<file path="src/design/fml_cfg.svh">
// offsets, field positions, reset values and fixed counts of the register slice
// assumes it is included by bare name from the package and the design modules
`ifndef FML_CFG_SVH
`define FML_CFG_SVH

// register addresses on the processor port
`define FML_ADDR_FREQ_MEAS 8'h4C
`define FML_ADDR_SOFT_LIMIT 8'h4D
`define FML_ADDR_ALARM_SET 8'h50

// reset values
`define FML_RST_FREQ_MEAS 8'h00
`define FML_RST_SOFT_LIMIT 8'h8E
`define FML_RST_ALARM_SET 8'h06

// soft limit register fields
`define FML_PH_LOSS_BIT 7
`define FML_SOFT_FIELD_MSB 6

// channel select codes that name no input, and the channel and DPLL counts
`define FML_CHAN_NONE_LO 4'h0
`define FML_CHAN_NONE_HI 4'hF
`define FML_NUM_CHAN 14
`define FML_NUM_DPLL 2

// leaky bucket settings held outside this slice, at their reset values
`define FML_LB_ALARM_CLEAR 8'h04
`define FML_LB_BUCKET_SIZE 8'h08
`define FML_LB_DECAY_PERIOD 4'h2

`endif

</file>
<file path="src/design/fml_pkg.sv">
// types shared by the register slice modules
// assumes fml_cfg.svh is on the include path
`include "fml_cfg.svh"
package fml_pkg;

  // leaky bucket state
  typedef struct packed {
    logic [7:0] count;
    logic [3:0] decay;
    logic alarm;
  } fml_lb_s;

  // register slice state
  typedef struct packed {
    logic [7:0] rdata;
    logic [7:0] soft_limit;
    logic [7:0] alarm_set;
    logic phase_lost;
    logic [`FML_NUM_DPLL-1:0] soft_alarm;
  } fml_regs_s;

endpackage

</file>
<file path="src/design/fml_lb_if.sv">
// connection between the register slice and its leaky bucket monitor
// assumes both ends run on the same system clock
interface fml_lb_if;
  logic tick;
  logic fault;
  logic [7:0] set_level;
  logic [7:0] count;
  logic alarm;

  modport bucket (input tick, input fault, input set_level, output count, output alarm);
  modport ctrl (output tick, output fault, output set_level, input count, input alarm);
endinterface

</file>
<file path="src/design/fml_leaky_bucket.sv">
// leaky bucket activity monitor, configuration 0
// assumes one tick per monitoring cycle, fault valid with the tick
`include "fml_cfg.svh"
module fml_leaky_bucket (
  input wire logic clk_sys,
  input wire logic rst_n,
  fml_lb_if.bucket lb
);

  fml_pkg::fml_lb_s st_q;
  fml_pkg::fml_lb_s st_d;

  // count up on faults, leak one per quiet decay period, hysteresis alarm
  always_comb begin
    st_d = st_q;
    if (lb.tick) begin
      if (lb.fault) begin
        st_d.decay = 4'h0;
        if (st_q.count < `FML_LB_BUCKET_SIZE) begin // bucket saturates at its size
          st_d.count = st_q.count + 8'h01; // RL4
        end
      end else if (st_q.decay + 4'h1 >= `FML_LB_DECAY_PERIOD) begin
        st_d.decay = 4'h0;
        if (st_q.count != 8'h00) begin
          st_d.count = st_q.count - 8'h01; // RL4
        end
      end else begin
        st_d.decay = st_q.decay + 4'h1;
      end
    end
    // set takes precedence over clear should the levels ever overlap
    if (st_d.count >= lb.set_level) begin
      st_d.alarm = 1'b1; // RL5
    end else if (st_d.count <= `FML_LB_ALARM_CLEAR) begin
      st_d.alarm = 1'b0; // RL6
    end
  end

  // state register
  always_ff @(posedge clk_sys or negedge rst_n) begin
    if (!rst_n) begin
      st_q <= '0;
    end else begin
      st_q <= st_d;
    end
  end

  assign lb.count = st_q.count;
  assign lb.alarm = st_q.alarm;

endmodule

</file>
<file path="src/design/fml_top.sv">
// frequency monitor and limit register slice of the timing source
// assumes a synchronous processor port with one-cycle read and write strobes
//
// What this block does
// RL1 - A read register returns the 8-bit signed frequency offset of the channel now selected.
// RL2 - With bit 7 of the soft limit register set, hitting the hard limit forces phase lost.
// RL3 - Each DPLL raises a soft alarm when its offset magnitude exceeds field times 0.628 ppm.
// RL4 - The bucket rises by one per faulty cycle and falls by one per quiet decay period.
// RL5 - The inactivity alarm is raised once the bucket count reaches the set level register.
// RL6 - The inactivity alarm is cleared once the bucket count falls to the clear level.
`include "fml_cfg.svh"
module fml_top (
  input wire logic CLK_SYS,
  input wire logic RST_N,
  input wire logic [7:0] CPU_ADDR,
  input wire logic CPU_WR_EN,
  input wire logic CPU_RD_EN,
  input wire logic [7:0] CPU_WDATA,
  output logic [7:0] CPU_RDATA,
  input wire logic [3:0] MEAS_CHAN_SEL,
  input wire logic [`FML_NUM_CHAN*8-1:0] CHAN_FREQ_OFFSET,
  input wire logic [`FML_NUM_DPLL*16-1:0] DPLL_FREQ_OFFSET,
  input wire logic DPLL_HARD_LIMIT_HIT,
  input wire logic LB_CYCLE_TICK,
  input wire logic LB_INPUT_FAULT,
  output logic PHASE_LOST_FORCE,
  output logic [`FML_NUM_DPLL-1:0] SOFT_FREQ_ALARM,
  output logic INACTIVITY_ALARM
);

  fml_pkg::fml_regs_s st_q;
  fml_pkg::fml_regs_s st_d;
  fml_lb_if lb ();
  logic [7:0] meas_sel;
  logic [`FML_NUM_DPLL-1:0] over_limit;

  // leaky bucket runs from the set level register
  assign lb.tick = LB_CYCLE_TICK;
  assign lb.fault = LB_INPUT_FAULT;
  assign lb.set_level = st_q.alarm_set;

  fml_leaky_bucket u_bucket (
    .clk_sys(CLK_SYS),
    .rst_n(RST_N),
    .lb(lb)
  );

  // channel mux; codes 0 and 15 name no input and read back zero
  always_comb begin
    meas_sel = `FML_RST_FREQ_MEAS;
    if (MEAS_CHAN_SEL != `FML_CHAN_NONE_LO && MEAS_CHAN_SEL != `FML_CHAN_NONE_HI) begin
      meas_sel = CHAN_FREQ_OFFSET[(32'(MEAS_CHAN_SEL) - 32'd1) * 8 +: 8]; // RL1
    end
  end

  // per DPLL magnitude compare; offsets are signed counts of 0.628 ppm steps,
  // so the limit compares against the raw field with no multiply
  genvar gi;
  generate
    for (gi = 0; gi < `FML_NUM_DPLL; gi++) begin : g_dpll
      logic [15:0] off;
      logic [15:0] mag;
      assign off = DPLL_FREQ_OFFSET[gi*16 +: 16];
      assign mag = off[15] ? (16'h0000 - off) : off; // 0x8000 maps to 32768, still correct
      assign over_limit[gi] = mag > {9'h000, st_q.soft_limit[`FML_SOFT_FIELD_MSB:0]}; // RL3
    end
  endgenerate

  // register writes, read capture and registered outputs
  always_comb begin
    st_d = st_q;
    if (CPU_WR_EN) begin
      case (CPU_ADDR)
        `FML_ADDR_SOFT_LIMIT: st_d.soft_limit = CPU_WDATA;
        `FML_ADDR_ALARM_SET: st_d.alarm_set = CPU_WDATA;
        default: st_d.soft_limit = st_q.soft_limit; // measurement is not writable
      endcase
    end
    if (CPU_RD_EN) begin
      case (CPU_ADDR)
        `FML_ADDR_FREQ_MEAS: st_d.rdata = meas_sel; // RL1
        `FML_ADDR_SOFT_LIMIT: st_d.rdata = st_q.soft_limit;
        `FML_ADDR_ALARM_SET: st_d.rdata = st_q.alarm_set;
        default: st_d.rdata = 8'h00;
      endcase
    end
    // phase lost follows the hard limit only while the enable bit is set
    st_d.phase_lost = st_q.soft_limit[`FML_PH_LOSS_BIT] & DPLL_HARD_LIMIT_HIT; // RL2
    st_d.soft_alarm = over_limit; // RL3
  end

  // state register
  always_ff @(posedge CLK_SYS or negedge RST_N) begin
    if (!RST_N) begin
      st_q.rdata <= 8'h00;
      st_q.soft_limit <= `FML_RST_SOFT_LIMIT;
      st_q.alarm_set <= `FML_RST_ALARM_SET;
      st_q.phase_lost <= 1'b0;
      st_q.soft_alarm <= '0;
    end else begin
      st_q <= st_d;
    end
  end

  assign CPU_RDATA = st_q.rdata;
  assign PHASE_LOST_FORCE = st_q.phase_lost;
  assign SOFT_FREQ_ALARM = st_q.soft_alarm;
  assign INACTIVITY_ALARM = lb.alarm;

endmodule

</file>
<file path="config.mk">
export PLATFORM = sky130hd
export DESIGN_NAME = fml_top
export DESIGN_NICKNAME = d
export VERILOG_FILES = /design/src/design/fml_pkg.sv /design/src/design/fml_lb_if.sv /design/src/design/fml_leaky_bucket.sv /design/src/design/fml_top.sv
export VERILOG_INCLUDE_DIRS = /design/src /design/src/design
export SDC_FILE = /design/constraint.sdc
export NUM_CORES = 1
export LEC_CHECK = 0
export BUFFER_PORTS_ARGS = -buffer_cell sky130_fd_sc_hd__buf_2
export CAP_MARGIN = 20
export CORE_AREA = 2 2 139 73
export CTS_BUF_LIST = sky130_fd_sc_hd__clkbuf_8
export CTS_CLUSTER_DIAMETER = 150
export CTS_CLUSTER_SIZE = 30
export DETAILED_ROUTE_END_ITERATION = 8
export DIE_AREA = 0 0 141 75
export GPL_ROUTABILITY_DRIVEN = 0
export PLACE_DENSITY = 0.86
export SLEW_MARGIN = 20
export SYNTH_ARGS = -nofsm -noshare
export SYNTH_HDL_FRONTEND = slang
export SYNTH_SLANG_ARGS = --single-unit
export TNS_END_PERCENT = 20
</file>
<file path="constraint.sdc">
create_clock -name CLK_SYS -period 4.15 [get_ports CLK_SYS]
set_input_delay 0.83 -clock CLK_SYS [delete_from_list [all_inputs] [get_ports CLK_SYS]]
set_output_delay 0.83 -clock CLK_SYS [all_outputs]
set_load 0.01 [all_outputs]
</file>
==> flow_summary.json <==
{
  "cts_resized": 0,
  "die_area_sq_um": 10600,
  "ant_nets": 0,
  "p_int_w": 0.000785,
  "synthesis.nets": 644,
  "worst_slack_ps": 723,
  "clkTransAtPathRegs_ps": 80,
  "pwr_density_cell_nw_per_um2": 233,
  "start_kind": "register",
  "synth_seq_cells": 40,
  "layout_worst_path_cycle_share_pct": 82.6,
  "min_from": "CPU_RDATA[4]",
  "rsz0062_at_grt": "false",
  "layout_common_cells": "182 x buf_2, 42 x inv_1, 34 x dfrtp_1",
  "min_period_ps": 3430,
  "cts_tree": "built",
  "cts_sinks": 40,
  "synth_edf_count": 0,
  "r2r_slack_ps": 720,
  "clk_latency_ps": 290,
  "place_ws_ps": 779,
  "outcome": "finished clean",
  "grt_pass1_wl_mm": 19.4,
  "ioPinCount": 183,
  "finalSetupViolCount": 0,
  "grt_overflow_total": 0,
  "seqPwrFrac_pct": 37.4,
  "fin_skew_ps": 6.74,
  "crit_path_max_fanout": 6,
  "routed_via_density": 5.72,
  "antenna_cells_inserted": 0,
  "combPwrFrac_pct": 40.6,
  "yosysWarningCount": 0,
  "cts_max_level": 2,
  "synthCells": 442,
  "p_leak_nw": 2.37,
  "syn_area_per_cell_sq_um": 9.32,
  "grt_start_max_net_pins": 41,
  "die-height_microns": 75,
  "hold-worst-slack_ps": 527,
  "max-vdd-ir-drop_mv": 0.106,
  "drt-pass1-iter-count": 6,
  "clkPwrFrac_pct": 22.0,
  "worst_slew_pin_slew_ps": 893,
  "ys_seq_area_share_pct": 24.5,
  "clock-root-buffer": "clkbuf_8",
  "final_cells": 730,
  "postRouteWirelength_mm": 12.2,
  "syn2layout_area_growth_pct": 25.3,
  "timing.rr.start": "u_bucket.st_q[2]",
  "critPathCaptureType": "register",
  "initial_core_util_pct": 44.3,
  "synth_area_sq_um": 4120,
  "relSlewSlack_pct": 40.5,
  "cp_slowest_cell": "nor4_1",
  "grt_pass1_vias": 4079,
  "slew_violations": 0,
  "fmax_mhz": 292,
  "switching_share_pct": 34.6,
  "r2r_end": "u_bucket.lb.alarm",
  "nFillCells": 811,
  "hpwl_mm": 10.1,
  "grt_usage_pct": 23.2,
  "hold_depth": 2,
  "cp_top_family": "simple AND/OR/NAND/NOR gates",
  "critPathKind": "register to register",
  "post_cts_buffers": 0,
  "coreArea_sq_um": 9290,
  "switching_power_w": 0.000415,
  "cp_cell_sequence": "inv_1, ha_1, nand2b_1, nor4_1, nor3_1, and2_1, o21ai_0, xnor2_1, ha_1, nand2b_1, a211oi_1, o21ai_0, o2111ai_1, nand2_1, a21oi_1, nand3_1",
  "vias": 4173,
  "avgRoutedWirePerCell_microns": 16.8,
  "drt-initial-drc-count": 257,
  "die_width_microns": 141,
  "synth-main-ff-cell": "dfrtp_1",
  "crit_required_ps": 4310,
  "slowest_delay_ps": 420,
  "layout-drive-gt1-share_pct": 42.0,
  "rr_worst_depth": 16,
  "clock_path_buffers": 2,
  "drc_errors": 0,
  "power.total_w": 0.00120,
  "cts_hold_buf": 0,
  "antenna_found_initial": 0,
  "hold_path_end": "CPU_RDATA[4]",
  "cp.arrival_ps": 3590,
  "layout_commonest_cell": "buf_2",
  "critPathBufInv": 1,
  "hold_class": "register to register",
  "hold_violations": 0,
  "io_buffers": 182,
  "dp_cells": 722,
  "setup-tns-final_ps": 0,
  "cts_buffers": 5,
  "nNetsFinal": 810,
  "rows": 25,
  "async_reset_ff_share_pct": 100,
  "cap_viol_max_count": 0,
  "synth.distinct_cells": 58
}
worst min-delay path: cells and delay by family (launching register included):
kind	cells	cell delay [ps]
buffers and inverters	1	50
AOI/OAI and AO/OA	1	60
DFF	1	380
kinds of logic (layout without fill, tap and decap cells):
kind of cell	Yosys count	after routing	share of synthesized area, %
buf+inv	68	235	7.23
simple gates	120	120	15.6
fa+ha+maj	31	31	9.42
flops	40	40	24.5
xor+xnor	15	15	3.19
mux	58	58	22.1
compound gates	110	110	17.9
stage by stage:
stage | utilization [%] | cell area (sq um)
2_1_floorplan | - | 4120
3_3_place_gp | 54.6 | 5070
3_5_place_dp | 54.6 | 5070
4_1_cts | 55.6 | 5160
5_1_grt | 55.6 | 5160
6_report | 55.6 | 5160
cell usage after synthesis, types with 11 or more instances:
cell type	count	area, sq um
nand2b_1	12	75.1
ha_1	31	388
dfrtp_1	34	851
xnor2_1	12	105
clkbuf_1	12	45.0
nor3_1	16	80.1
nor2_1	21	78.8
o21ai_0	30	150
a21oi_1	21	105
mux2_2	25	282
o22ai_1	11	68.8
nand2_1	22	82.6
mux4_2	24	541
inv_1	40	150
how the worst max path moves through the flow:
stage               cells after the start             start                 to
floorplan                              11  MEAS_CHAN_SEL[0]       CPU_RDATA[4]
global placement                       15  u_bucket.st_q[1]  u_bucket.lb.alarm
detailed placement                     16  u_bucket.st_q[2]  u_bucket.lb.alarm
CTS                                    16  u_bucket.st_q[2]  u_bucket.lb.alarm
global route                           16  u_bucket.st_q[2]  u_bucket.lb.alarm
finish                                 16  u_bucket.st_q[2]  u_bucket.lb.alarm
sequential cells by signal, indices dropped and copies added, names as in the netlist:
signal	flops
u_bucket.lb.alarm	1
CPU_RDATA	8
PHASE_LOST_FORCE	1
u_bucket.st_q	4
st_q	8
SOFT_FREQ_ALARM	2
u_bucket.lb.count	8
lb.set_level	8
power groups by stage:
stage	clock network, W	logic [W]	registers (W)
2_1_floorplan	0	0.000302	0.000448
3_3_place_gp	0	0.000459	0.000454
3_5_place_dp	0	0.000478	0.000455
4_1_cts	0.000269	0.000482	0.000448
5_1_grt	0.000289	0.000540	0.000453
6_report	0.000264	0.000487	0.000449
routing by layer:
layer	GRT usage [%]	share of wire, %
met1	31.0	44
met2	38.8	47
met4	7.78	2.0
met5	0	0
met3	4.64	6.4
cell type report:
class,count,area [sq um],share of cell area (%)
Clock buffer,6,82.6,1.60
Clock inverter,2,7.51,0.145
Inverter,40,150,2.91
Multi-Input combinational cell,334,2810,54.5
Sequential cell,40,1010,19.5
Tap cell,121,151,2.93
Timing Repair Buffer,187,948,18.4
(Power assumes the default switching activity.)
